[src/urhpc_pkg.sv]
// Constants and types shared by the root hub port control logic
package urhpc_pkg;
    localparam int PORT_CNT = 2;
    localparam logic [7:0] OFF_PORT1 = 8'h10;
    localparam logic [7:0] OFF_PORT2 = 8'h12;
    localparam logic [15:0] PORT_RESET_VAL = 16'h0000;
    localparam logic [1:0] WORD_LANES = 2'h3;
    // Field positions of port_status_control
    localparam int B_CONN = 0;
    localparam int B_CONN_CHG = 1;
    localparam int B_EN = 2;
    localparam int B_EN_CHG = 3;
    localparam int B_LINE_DP = 4;
    localparam int B_LINE_DM = 5;
    localparam int B_RESUME = 6;
    localparam int B_RSVD_ONE = 7;
    localparam int B_LOW_SPEED = 8;
    localparam int B_PRESET = 9;
    localparam int B_SUSPEND = 12;
    localparam logic [1:0] LINE_SE0 = 2'h0;
    // Timing in full-speed bit times
    localparam logic [5:0] CONN_DEB_BITS = 6'h20;
    localparam logic [4:0] EOP_SE0_BITS = 5'h10;
    localparam logic [4:0] EOP_J_BITS = 5'h08;
    typedef enum logic [2:0] {
        DRV_IDLE = 3'h1,
        DRV_SE0 = 3'h2,
        DRV_J = 3'h4
    } urhpc_drv_e;
endpackage

[src/urhpc_line_if.sv]
// Line signals and connect status passed between port control and line monitor
`timescale 1ns/10ps
interface urhpc_line_if;
    logic dp;
    logic dm;
    logic driving;
    logic connected;
    logic low_speed;
    logic j_to_k;
    modport mon (input dp, input dm, input driving,
                 output connected, output low_speed, output j_to_k);
    modport ctl (output dp, output dm, output driving,
                 input connected, input low_speed, input j_to_k);
endinterface

[src/urhpc_line_mon.sv]
// Per-port line monitor: connect debounce, speed detect, J-to-K detect
`timescale 1ns/10ps
module urhpc_line_mon (
    input wire logic clk_i,
    input wire logic rst_n_i,
    input wire logic bit_en_i,
    urhpc_line_if.mon line
);
    logic [5:0] deb_cnt_ff, nxt_deb_cnt;
    logic conn_ff, nxt_conn;
    logic ls_ff, nxt_ls;
    logic prev_j_ff, nxt_prev_j;
    logic jk_ff, nxt_jk;
    logic se0;
    logic k_now;

    localparam logic [5:0] CONN_DEB_BITS = urhpc_pkg::CONN_DEB_BITS;

    always_comb begin
        se0 = !line.dp && !line.dm;
        k_now = ls_ff ? (line.dp && !line.dm) : (!line.dp && line.dm);
        nxt_deb_cnt = deb_cnt_ff;
        nxt_conn = conn_ff;
        nxt_ls = ls_ff;
        nxt_prev_j = prev_j_ff;
        nxt_jk = 1'b0;
        if (line.driving) begin
            nxt_deb_cnt = 6'h00;
            nxt_prev_j = 1'b0;
        end else begin
            // Connect settles within CONN_DEB_BITS bit times
            if (bit_en_i) begin
                if (se0 == conn_ff) begin
                    if (deb_cnt_ff == CONN_DEB_BITS - 6'h01) begin
                        nxt_conn = !conn_ff;
                        nxt_ls = line.dm && !line.dp;
                        nxt_deb_cnt = 6'h00;
                    end else begin
                        nxt_deb_cnt = deb_cnt_ff + 6'h01;
                    end
                end else begin
                    nxt_deb_cnt = 6'h00;
                end
            end
            nxt_jk = conn_ff && prev_j_ff && k_now;
            nxt_prev_j = ls_ff ? (!line.dp && line.dm) : (line.dp && !line.dm);
        end
    end

    always_ff @(posedge clk_i or negedge rst_n_i) begin
        if (!rst_n_i) begin
            deb_cnt_ff <= 6'h00;
            conn_ff <= 1'b0;
            ls_ff <= 1'b0;
            prev_j_ff <= 1'b0;
            jk_ff <= 1'b0;
        end else begin
            deb_cnt_ff <= nxt_deb_cnt;
            conn_ff <= nxt_conn;
            ls_ff <= nxt_ls;
            prev_j_ff <= nxt_prev_j;
            jk_ff <= nxt_jk;
        end
    end

    assign line.connected = conn_ff;
    assign line.low_speed = ls_ff;
    assign line.j_to_k = jk_ff;
endmodule

[src/urhpc_port_ctl.sv]
// Status and control logic for the two root hub downstream ports
//
// Behaviour
// - After reset: disconnected, disabled, line status reads 00.
// - An attached device shows connected with change flag after 32 bit times.
// - In global suspend, setting bits 6, 3 or 1 requests a resume.
// - Enable and suspend bits give disabled, enabled or suspended port state.
// - Suspended port blocks downstream data except SE0 resets; answers resume.
// - Suspend waits for the running transaction; bit reads set once suspended.
// - While port reset is set, port is disabled and drives SE0 reset.
// - Speed bit reads 1 for low speed, 0 for full speed; read only.
// - Reserved bit 7 always reads 1.
// - Resume detect set by J-to-K on suspended port, or by software.
// - Resume detect set on a suspended port drives K continuously.
// - Clearing resume detect sends low-speed EOP; bit reads 1 until done.
// - Line status bits give D+ in bit 4, D- in bit 5, at EOF2.
// - Enable change set only on disconnect or EOF2 fault; write 1 clears.
// - Only software enables; disconnect, faults or software disable.
// - Enable shows real state; disable waits for running transaction.
// - Connect change set on every connect change; write 1 clears.
// - Bit 0 shows present connect status, read only.
`timescale 1ns/10ps
module urhpc_port_ctl (
    input wire logic clk_i,
    input wire logic rst_n_i,
    input wire logic bit_en_i,
    input wire logic [7:0] io_off_i,
    input wire logic io_wr_i,
    input wire logic io_rd_i,
    input wire logic [1:0] io_be_i,
    input wire logic [15:0] io_wdata_i,
    input wire logic global_suspend_i,
    input wire logic global_reset_i,
    input wire logic eof2_i,
    input wire logic xact_busy_i,
    input wire logic tx_dp_i,
    input wire logic tx_dm_i,
    input wire logic tx_oe_i,
    input wire logic [1:0] dp_i,
    input wire logic [1:0] dm_i,
    output logic [15:0] io_rdata_o,
    output logic resume_req_o,
    output logic [1:0] dp_o,
    output logic [1:0] dm_o,
    output logic [1:0] oe_o
);
    localparam int NP = urhpc_pkg::PORT_CNT;

    //------------------------------------------------------------
    // Helpers
    //------------------------------------------------------------
    function automatic logic port_hit(input logic [7:0] off, input int p);
        port_hit = (off == ((p == 0) ? urhpc_pkg::OFF_PORT1 : urhpc_pkg::OFF_PORT2));
    endfunction

    // K state is opposite polarity for low speed
    function automatic logic [1:0] k_state(input logic low);
        k_state = low ? 2'h1 : 2'h2;
    endfunction

    //------------------------------------------------------------
    // Line monitors
    //------------------------------------------------------------
    urhpc_line_if lif[NP]();
    logic [1:0] conn_w;
    logic [1:0] ls_w;
    logic [1:0] jk_w;

    genvar g;
    generate
        for (g = 0; g < NP; g++) begin : g_mon
            assign lif[g].dp = dp_i[g];
            assign lif[g].dm = dm_i[g];
            assign lif[g].driving = oe_o[g];
            assign conn_w[g] = lif[g].connected;
            assign ls_w[g] = lif[g].low_speed;
            assign jk_w[g] = lif[g].j_to_k;
            urhpc_line_mon u_mon (
                .clk_i(clk_i),
                .rst_n_i(rst_n_i),
                .bit_en_i(bit_en_i),
                .line(lif[g].mon)
            );
        end
    endgenerate

    //------------------------------------------------------------
    // Port status and control state
    //------------------------------------------------------------
    logic [1:0] conn_ff, nxt_conn;
    logic [1:0] cc_ff, nxt_cc;
    logic [1:0] en_ff, nxt_en;
    logic [1:0] ec_ff, nxt_ec;
    logic [1:0] susp_ff, nxt_susp;
    logic [1:0] sreq_ff, nxt_sreq;
    logic [1:0] dpend_ff, nxt_dpend;
    logic [1:0] prst_ff, nxt_prst;
    logic [1:0] res_ff, nxt_res;
    logic [1:0] line_ff [NP];
    logic [1:0] nxt_line [NP];
    urhpc_pkg::urhpc_drv_e drv_ff [NP];
    urhpc_pkg::urhpc_drv_e nxt_drv [NP];
    logic [4:0] eop_cnt_ff [NP];
    logic [4:0] nxt_eop_cnt [NP];
    logic resreq_ff, nxt_resreq;
    logic [1:0] wr_w;

    always_comb begin
        nxt_conn = conn_ff;
        nxt_cc = cc_ff;
        nxt_en = en_ff;
        nxt_ec = ec_ff;
        nxt_susp = susp_ff;
        nxt_sreq = sreq_ff;
        nxt_dpend = dpend_ff;
        nxt_prst = prst_ff;
        nxt_res = res_ff;
        nxt_resreq = 1'b0;
        wr_w = 2'h0;
        for (int p = 0; p < NP; p++) begin
            logic cc_set;
            logic ec_set;
            logic res_set;
            cc_set = 1'b0;
            ec_set = 1'b0;
            res_set = 1'b0;
            nxt_line[p] = line_ff[p];
            nxt_drv[p] = drv_ff[p];
            nxt_eop_cnt[p] = eop_cnt_ff[p];
            wr_w[p] = io_wr_i && (io_be_i == urhpc_pkg::WORD_LANES)
                      && port_hit(io_off_i, p);
            // Software side of the register
            if (wr_w[p]) begin
                if (io_wdata_i[urhpc_pkg::B_CONN_CHG]) nxt_cc[p] = 1'b0;
                if (io_wdata_i[urhpc_pkg::B_EN_CHG]) nxt_ec[p] = 1'b0;
                nxt_prst[p] = io_wdata_i[urhpc_pkg::B_PRESET];
                if (io_wdata_i[urhpc_pkg::B_EN]) begin
                    nxt_en[p] = conn_ff[p];
                    nxt_dpend[p] = 1'b0;
                end else if (en_ff[p]) begin
                    nxt_dpend[p] = 1'b1;
                end
                if (!io_wdata_i[urhpc_pkg::B_SUSPEND]) begin
                    nxt_susp[p] = 1'b0;
                    nxt_sreq[p] = 1'b0;
                end else if (!susp_ff[p]) begin
                    nxt_sreq[p] = 1'b1;
                end
                if (io_wdata_i[urhpc_pkg::B_RESUME]) begin
                    nxt_res[p] = 1'b1;
                    res_set = !res_ff[p];
                end else if (res_ff[p] && drv_ff[p] == urhpc_pkg::DRV_IDLE) begin
                    nxt_drv[p] = urhpc_pkg::DRV_SE0;
                    nxt_eop_cnt[p] = 5'h00;
                end
            end
            // Deferred suspend and disable wait for the bus to go quiet
            if (!xact_busy_i && dpend_ff[p]) begin
                nxt_en[p] = 1'b0;
                nxt_dpend[p] = 1'b0;
            end
            if (!xact_busy_i && sreq_ff[p] && en_ff[p]) begin
                nxt_susp[p] = 1'b1;
                nxt_sreq[p] = 1'b0;
            end
            // Babble across EOF2 counts as a port fault
            if (eof2_i && en_ff[p] && xact_busy_i) begin
                nxt_en[p] = 1'b0;
                ec_set = 1'b1;
            end
            if (eof2_i) begin
                nxt_line[p] = {dm_i[p], dp_i[p]};
            end
            if (jk_w[p] && susp_ff[p] && en_ff[p]) begin
                nxt_res[p] = 1'b1;
                res_set = !res_ff[p];
            end
            if (conn_w[p] != conn_ff[p]) begin
                nxt_conn[p] = conn_w[p];
                cc_set = 1'b1;
                if (!conn_w[p]) begin
                    nxt_en[p] = 1'b0;
                    ec_set = en_ff[p];
                end
            end
            if (prst_ff[p]) begin
                nxt_en[p] = 1'b0;
            end
            if (!nxt_en[p]) begin
                nxt_susp[p] = 1'b0;
                nxt_sreq[p] = 1'b0;
                nxt_dpend[p] = 1'b0;
            end
            // Low-speed EOP: two low-speed bits of SE0, then one of J
            if (bit_en_i) begin
                case (drv_ff[p])
                    urhpc_pkg::DRV_IDLE: begin
                        nxt_eop_cnt[p] = 5'h00;
                    end
                    urhpc_pkg::DRV_SE0: begin
                        if (eop_cnt_ff[p] == urhpc_pkg::EOP_SE0_BITS - 5'h01) begin
                            nxt_drv[p] = urhpc_pkg::DRV_J;
                            nxt_eop_cnt[p] = 5'h00;
                        end else begin
                            nxt_eop_cnt[p] = eop_cnt_ff[p] + 5'h01;
                        end
                    end
                    urhpc_pkg::DRV_J: begin
                        if (eop_cnt_ff[p] == urhpc_pkg::EOP_J_BITS - 5'h01) begin
                            nxt_drv[p] = urhpc_pkg::DRV_IDLE;
                            nxt_res[p] = 1'b0;
                        end else begin
                            nxt_eop_cnt[p] = eop_cnt_ff[p] + 5'h01;
                        end
                    end
                    default: begin
                        nxt_drv[p] = urhpc_pkg::DRV_IDLE;
                    end
                endcase
            end
            // Hardware set wins over a simultaneous write-1 clear
            if (cc_set) nxt_cc[p] = 1'b1;
            if (ec_set) nxt_ec[p] = 1'b1;
            if (global_suspend_i && (cc_set || ec_set || res_set)) begin
                nxt_resreq = 1'b1;
            end
        end
    end

    always_ff @(posedge clk_i or negedge rst_n_i) begin
        if (!rst_n_i) begin
            conn_ff <= 2'h0;
            cc_ff <= 2'h0;
            en_ff <= 2'h0;
            ec_ff <= 2'h0;
            susp_ff <= 2'h0;
            sreq_ff <= 2'h0;
            dpend_ff <= 2'h0;
            prst_ff <= 2'h0;
            res_ff <= 2'h0;
            resreq_ff <= 1'b0;
            for (int p = 0; p < NP; p++) begin
                line_ff[p] <= urhpc_pkg::LINE_SE0;
                drv_ff[p] <= urhpc_pkg::DRV_IDLE;
                eop_cnt_ff[p] <= 5'h00;
            end
        end else begin
            conn_ff <= nxt_conn;
            cc_ff <= nxt_cc;
            en_ff <= nxt_en;
            ec_ff <= nxt_ec;
            susp_ff <= nxt_susp;
            sreq_ff <= nxt_sreq;
            dpend_ff <= nxt_dpend;
            prst_ff <= nxt_prst;
            res_ff <= nxt_res;
            resreq_ff <= nxt_resreq;
            for (int p = 0; p < NP; p++) begin
                line_ff[p] <= nxt_line[p];
                drv_ff[p] <= nxt_drv[p];
                eop_cnt_ff[p] <= nxt_eop_cnt[p];
            end
        end
    end

    //------------------------------------------------------------
    // Pin drive and register read
    //------------------------------------------------------------
    logic [1:0] dp_ff, nxt_dp;
    logic [1:0] dm_ff, nxt_dm;
    logic [1:0] oe_ff, nxt_oe;
    logic [15:0] rdata_ff, nxt_rdata;

    always_comb begin
        nxt_rdata = rdata_ff;
        for (int p = 0; p < NP; p++) begin
            logic [1:0] k;
            k = k_state(ls_w[p]);
            nxt_oe[p] = 1'b0;
            nxt_dp[p] = 1'b0;
            nxt_dm[p] = 1'b0;
            if (prst_ff[p] || global_reset_i) begin
                nxt_oe[p] = 1'b1;
            end else if (drv_ff[p] == urhpc_pkg::DRV_SE0) begin
                nxt_oe[p] = 1'b1;
            end else if (drv_ff[p] == urhpc_pkg::DRV_J) begin
                nxt_oe[p] = 1'b1;
                nxt_dp[p] = k[1];
                nxt_dm[p] = k[0];
            end else if (susp_ff[p] && res_ff[p]) begin
                nxt_oe[p] = 1'b1;
                nxt_dp[p] = k[0];
                nxt_dm[p] = k[1];
            end else if (en_ff[p] && !susp_ff[p]) begin
                nxt_oe[p] = tx_oe_i;
                nxt_dp[p] = tx_dp_i;
                nxt_dm[p] = tx_dm_i;
            end
            if (io_rd_i && port_hit(io_off_i, p)) begin
                nxt_rdata = urhpc_pkg::PORT_RESET_VAL;
                nxt_rdata[urhpc_pkg::B_CONN] = conn_ff[p];
                nxt_rdata[urhpc_pkg::B_CONN_CHG] = cc_ff[p];
                nxt_rdata[urhpc_pkg::B_EN] = en_ff[p];
                nxt_rdata[urhpc_pkg::B_EN_CHG] = ec_ff[p];
                nxt_rdata[urhpc_pkg::B_LINE_DP] = line_ff[p][0];
                nxt_rdata[urhpc_pkg::B_LINE_DM] = line_ff[p][1];
                nxt_rdata[urhpc_pkg::B_RESUME] = res_ff[p];
                nxt_rdata[urhpc_pkg::B_RSVD_ONE] = 1'b1;
                nxt_rdata[urhpc_pkg::B_LOW_SPEED] = ls_w[p] && conn_ff[p];
                nxt_rdata[urhpc_pkg::B_PRESET] = prst_ff[p];
                nxt_rdata[urhpc_pkg::B_SUSPEND] = susp_ff[p];
            end
        end
    end

    always_ff @(posedge clk_i or negedge rst_n_i) begin
        if (!rst_n_i) begin
            dp_ff <= 2'h0;
            dm_ff <= 2'h0;
            oe_ff <= 2'h0;
            rdata_ff <= urhpc_pkg::PORT_RESET_VAL;
        end else begin
            dp_ff <= nxt_dp;
            dm_ff <= nxt_dm;
            oe_ff <= nxt_oe;
            rdata_ff <= nxt_rdata;
        end
    end

    assign dp_o = dp_ff;
    assign dm_o = dm_ff;
    assign oe_o = oe_ff;
    assign io_rdata_o = rdata_ff;
    assign resume_req_o = resreq_ff;
endmodule

[config.mk]
export PLATFORM = sky130hd
export DESIGN_NAME = urhpc_port_ctl
export DESIGN_NICKNAME = d
export VERILOG_FILES = /design/src/urhpc_pkg.sv /design/src/urhpc_line_if.sv /design/src/urhpc_line_mon.sv /design/src/urhpc_port_ctl.sv
export SDC_FILE = /design/constraint.sdc
export NUM_CORES = 1
export LEC_CHECK = 0
export BUFFER_PORTS_ARGS = -buffer_cell sky130_fd_sc_hd__clkbuf_2
export CAP_MARGIN = 20
export CORE_MARGIN = 2
export CORE_UTILIZATION = 45
export CTS_CLUSTER_SIZE = 24
export DETAILED_ROUTE_END_ITERATION = 6
export PLACE_DENSITY = 0.68
export SETUP_SLACK_MARGIN = 0.02
export SYNTH_ARGS = -nofsm -noshare
export SYNTH_HDL_FRONTEND = slang
export SYNTH_SLANG_ARGS = --single-unit
[constraint.sdc]
create_clock -name clk_i -period 1.7 [get_ports clk_i]
set_clock_uncertainty 0.05 [all_clocks]
set_input_delay 0.425 -clock clk_i [delete_from_list [all_inputs] [get_ports clk_i]]
set_output_delay 0.425 -clock clk_i [all_outputs]
set_load 0.02 [all_outputs]
After elaboration in Yosys (flattened, before gate mapping)
Index checks and enable logic that the tools add are counted.
{"block": "classes", "bitwise_logic": 2, "muxes": 157, "n_shift": 0, "add_sub_neg": 4, "n_lt_le_gt_ge": 0, "n_eq_ne": 29, "n_reduce_logical": 79, "multipliers": 0, "div": 0}
{"op": "$mux 1", "n": 117}
{"op": "$mux 5", "n": 12}
{"op": "$mux 6", "n": 8}
{"op": "$logic_and 1x1->1", "n": 39}
{"op": "$mux 3", "n": 12}
{"op": "$mux 16", "n": 2}
{"op": "$pmux 5 s3", "n": 2}
{"op": "$reduce_bool 2->1", "n": 11}
{"op": "$reduce_and 2->1", "n": 10}
{"op": "$pmux 3 s3", "n": 2}
{"op": "$eq 8x5->1 const B", "n": 2}
{"op": "$ne 4x3->1 const B", "n": 4}
{"op": "$add 6x1->6 const B", "n": 2}
{"op": "$eq 6x5->1 const B", "n": 2}
{"op": "$ne 3x1->1 const B", "n": 4}
{"op": "$logic_not 1->1", "n": 11}
{"op": "$add 5x1->5 const B", "n": 2}
{"op": "$eq 5x3->1 const B", "n": 2}
{"op": "$eq 5x4->1 const B", "n": 2}
{"op": "$reduce_and 4->1", "n": 2}
{"op": "$eq 3x1->1 const B", "n": 2}
{"op": "$eq 3x2->1 const B", "n": 2}
{"op": "$eq 3x3->1 const B", "n": 2}
{"op": "$logic_or 1x1->1", "n": 6}
{"op": "other kinds (6)", "n": 11}
{"block": "word_totals", "memories": 0, "wordCells": 308, "in_bits": 42, "mem_bits_rw": 0, "latch_bits": 0, "rom_bits": 0, "register_bits": 81}

Longest topological paths before layout
{"block": "logic_depth", "depth_word": 11, "ltp_mapped": 7, "mapped_depth_nobuf": 7}

Hierarchy
Synthesis repeated with hierarchy kept, for this count alone.
{"block": "unflattened", "hier_cells": 428, "hier_area_um2": 4127.7}
{"module": "urhpc_port_ctl", "cells_each": 330, "instances": 1, "area_per_inst_um2": 3111.7}
{"module": "urhpc_line_mon", "cells_each": 49, "instances": 2, "area_per_inst_um2": 508.0}

Worst setup path before layout
Ideal clock, no wire load.
{"block": "synth_timing", "kind": "register to register", "from": "register g_mon[1].u_mon.deb_cnt_ff[0]", "to": "register g_mon[1].u_mon.ls_ff", "path_buffers": 0, "required_ns": 1.525, "path_stages_with_launch": 6, "setup_slack_ns": -0.124, "t_arrival_ns": 1.650, "path_cell_list": "dfrtp_1 > ha_1 > nand3_1 > or3b_2 > nor2_1 > mux2_2"}
{"block": "synth_via", "elab_chain_len": 2}
{"element": "from (decl)", "line": "urhpc_line_mon.sv:9", "text": "logic [5:0] deb_cnt_ff, nxt_deb_cnt;"}
{"element": "from (signal assigned)", "line": "urhpc_line_mon.sv:58", "text": "deb_cnt_ff <= nxt_deb_cnt;"}
{"element": "$eq 6x5->1", "line": "urhpc_line_mon.sv:34", "text": "if (deb_cnt_ff == CONN_DEB_BITS - 6'h01) begin"}
{"element": "$reduce_and 4->1 (no source line)"}
{"element": "to (signal assigned)", "line": "urhpc_line_mon.sv:60", "text": "ls_ff <= nxt_ls;"}
{"element": "to (decl)", "line": "urhpc_line_mon.sv:11", "text": "logic ls_ff, nxt_ls;"}
No other way between the ends.
A chain may end at the register's enable or synchronous reset.

Final worst setup path
{"block": "layout_timing", "from": "register g_mon[1].u_mon.conn_ff", "to": "register g_mon[1].u_mon.ls_ff"}
{"block": "layout_via", "elab_chain_len": 2}
{"element": "from (decl)", "line": "urhpc_line_mon.sv:10", "text": "logic conn_ff, nxt_conn;"}
{"element": "from (signal assigned)", "line": "urhpc_line_mon.sv:59", "text": "conn_ff <= nxt_conn;"}
{"element": "$eq 1x1->1", "line": "urhpc_line_mon.sv:33", "text": "if (se0 == conn_ff) begin"}
{"element": "$reduce_and 4->1 (no source line)"}
No other way between the ends.

==> flow_summary_export.csv <==
group,metric,value,unit
global_route,grt_pass1_wl,16.2,mm
synth,synth-seq-cells,76,
cells_and_area,drive_gt1_share,37.5,%
sta,fin_hold_ws,253,ps
critical_path,worstPathMaxFanout,6,
synth,synth_top_area_share,45.0,%
synth,synth_simple_gate_area_share,23.4,%
route,vias,3554,
synth,syn_area_per_cell,9.81,um^2
clock_tree,cts_max_level,3,
die,ioPinCount,65,
synth,ys_top_cells_by_area,"dfrtp_1 (45%), nand2_1 (5.1%), o21ai_0 (4.9%), mux2i_1 (4.1%), nor2b_1 (3.0%)",
power_and_ir_drop,p_leak,0.00253,uW
die,coreArea,0.00881,mm^2
synth,synthMuxAreaShare,6.32,%
critical_path,crit_type,"register to register",
clock_tree,clk_pin_slew_worst_paths,80,ps
route,first_pass_iters,4,
critical_path,cpMaxStageDelayCell,"or4b_4",
synth,synth_ff_type,"dfrtp_1",
sta,min_period_over_period,99.2,%
power_and_ir_drop,power.density,669,mW/mm^2
synth,yosys.area_share.adder,2.43,%
critical_path,required,1890,ps
synth,synth_compound_area_share,14.9,%
sta,rsz0062_at_grt,"yes",
route,drtAntennaViolNets,0,
die,die_h,99.7,um
cells_and_area,layout.nets,592,
route,avgViaCountPerCell,5.43,
sta,drv_slew,0,
placement,dp_hpwl,7.46,mm
synth,synth_edf_count,0,
critical_path,path_buf_inv,1,
critical_path,max_stage_delay,530,ps
die,die_w,99.7,um
critical_path,path_delay_family,"simple AND/OR/NAND/NOR gates",
power_and_ir_drop,irDropWorstVdd,380,uV
synth,yosys_warnings,0,
global_route,antenna_found_initial,0,
die,fp.dieArea,0.00993,mm^2
route,drcViolationCount,0,
route,drt_iter0_drc,117,
clock_tree,cts_root_buffer,"clkbuf_8",
clock_tree,clockBufferDepth,2,
worst_hold_path,hold_path_class,"input port to register",
global_route,grt_use_total,20.6,%
global_route,grt_pass1_vias,3447,
synth,synth_cells,420,
die,initial_core_util,46.8,%
cells_and_area,syn_to_final_growth,31.9,%
critical_path,path_cells,"buf_6 > o21ai_2 > or4b_4 > nor2_4 > mux2_4",
die,row_count,34,
route,routed_wl,10.1,mm
critical_path,critPathArrivalTime,1880,ps
flow_run,maxCapViolations,0,
clock_tree,cts_buffers,9,
sta,setup_viol,0,
synth,synthesis.area,0.00412,mm^2
clock_tree,clock-sinks,76,
critical_path,cp-start-kind,"register",
cells_and_area,post_layout_nonfiller_instances,655,
placement,port_buffers,49,
sta,final_hold_viol_count,0,
global_route,grt_overflow,0,
synth,synth.distinct_cells,65,
sta,period_minus_slack,1690,ps
placement,dp_cells,630,
synth,synth_top_family_by_area,"simple AND/OR/NAND/NOR gates",
clock_tree,cts_tree,"built",
synth,ys_seq_area_share,46.2,%
route,wl_per_cell,15.3,um
synth,synth_top_cell_by_area,"dfrtp_1",
outcome,status,"finished clean",
cells_and_area,antenna_cells,0,
synth,async_flop_share,100,%
cells_and_area,final_util,61.7,%
critical_path,end_kind,"register",
sta,max_freq,593,MHz
synth,synth_xor_area_share,1.70,%
critical_path,reg2reg_slack,10,ps
sta,fin_setup_tns,0,ps
clock_tree,clk_latency,350,ps
global_route,grt_max_degree,29,
placement,gp_congestion,0.832,
## timing repair
| action | in CTS | in global routing |
|---|---|---|
| resized for setup | 10 | 33 |
| buffers inserted | 3 | 5 |
| pin swaps | 6 | 15 |
| hold buffers | 1 | 0 |
| hold endpoints to repair | 20 | 0 |
| endpoints found under the setup margin | 16 | 26 |
## synthesized netlist by cell type, types with 3 or more instances
cell and count:
inv_1 18, o21ai_0 40, a32oi_1 3, nor3_1 5
nor2_1 22, nand4bb_1 3, a22oi_1 5, xor2_1 8
a31oi_1 4, buf_4 7, dfrtp_1 74, mux2_2 8
ha_1 8, nand3b_1 3, nand2_1 56, or3_1 5
mux2i_1 17, a211oi_1 6, a32o_1 4, o22ai_1 5
clkbuf_1 13, and3_1 3, nand4_1 4, a21oi_1 6
nor2b_1 20, nand4b_1 4, nand3_1 9, and2_1 4
nor3b_1 7
## registers in the layout, summed over array words and instances, names as in the netlist, 2 cells and up
name,count
cc_ff,2
conn_ff,2
dm_o,2
dp_o,2
dpend_ff,2
drv_ff,6
ec_ff,2
en_ff,2
eop_cnt_ff,10
g_mon.u_mon.deb_cnt_ff,12
g_mon.u_mon.line.connected,2
g_mon.u_mon.line.j_to_k,2
g_mon.u_mon.line.low_speed,2
g_mon.u_mon.prev_j_ff,2
io_rdata_o,11
line_ff,4
oe_o,2
prst_ff,2
res_ff,2
sreq_ff,2
susp_ff,2
## power breakdown
group / internal [uW] / switching (uW) / total, uW
logic: 206 / 240 / 446
registers: 1860 / 32.2 / 1890
clock network: 579 / 721 / 1300
## placed cells by master, fill, tap and decap left out, drive strengths merged, types with 5 or more instances in the layout
cell type,instances
a211oi,6
a21oi,6
a22oi,5
buf,83
clkbuf,58
conb,5
dfrtp,74
ha,8
inv,20
mux2,8
mux2i,17
nand2,56
nand3,9
nor2,22
nor2b,20
nor3,7
nor3b,8
o21ai,40
o22ai,5
or3,5
xor2,8
## worst reg2reg max path, delay by kind of cell, from the launching register on
family / cells / cell delay (ps)
DFF: 1 / 390
and+or+nand+nor: 2 / 660
muxes: 1 / 300
buffers and inverters: 1 / 130
AOI/OAI and AO/OA: 1 / 40
## worst paths after layout
check                                                    from                       endpoint  cells after the start
max in group asynchronous                             rst_n_i                      drv_ff[3]                      3
worst min-delay path                         global_suspend_i                   resume_req_o                      2
worst min register to register                  io_rdata_o[7]                  io_rdata_o[7]                      1
min in group asynchronous                             rst_n_i                       en_ff[1]                      2
worst max-delay path            g_mon[1].u_mon.line.connected  g_mon[1].u_mon.line.low_speed                      5
worst max register to register  g_mon[1].u_mon.line.connected  g_mon[1].u_mon.line.low_speed                      5
## logic make-up after synthesis
family / after synthesis
buffers and inverters: 43
AND/OR/NAND/NOR: 167
AO/OA/AOI/OAI: 92
adder cells (fa/ha/maj): 8
XOR/XNOR: 8
flip-flops: 76
other: 1
multiplexers: 25
## metal layers
metal,GRT usage (%),share of wire (%),routed length (um),vias to the layer above
li1,-,-,-,1740
met1,27.5,45,4540,1737
met2,34.1,50,5070,66
met3,3.65,3.1,316,11
met4,6.64,1.3,126,0
met5,0,0,0,-
## per-stage QoR
stage          power (uW)  worst slack, ps  instance area, um^2
2_1_floorplan        2120            -15.2                 4170
3_3_place_gp         2330             -329                 4990
3_5_place_dp         2340             -251                 4990
4_1_cts              3670            -63.3                 5250
5_1_grt              3810            -43.9                 5430
6_report             3630             14.0                 5430
## area by class of cell
cell class / count / area, um^2
timing repair buffer: 132 / 910
sequential: 76 / 1900
multi-input combinational: 305 / 2230
clock inverter: 6 / 47.5
tap: 108 / 135
clock buffer: 10 / 138
fill: 751 / 3370
inverter: 18 / 67.6
Note: power is estimated with default switching activity, not from simulation.
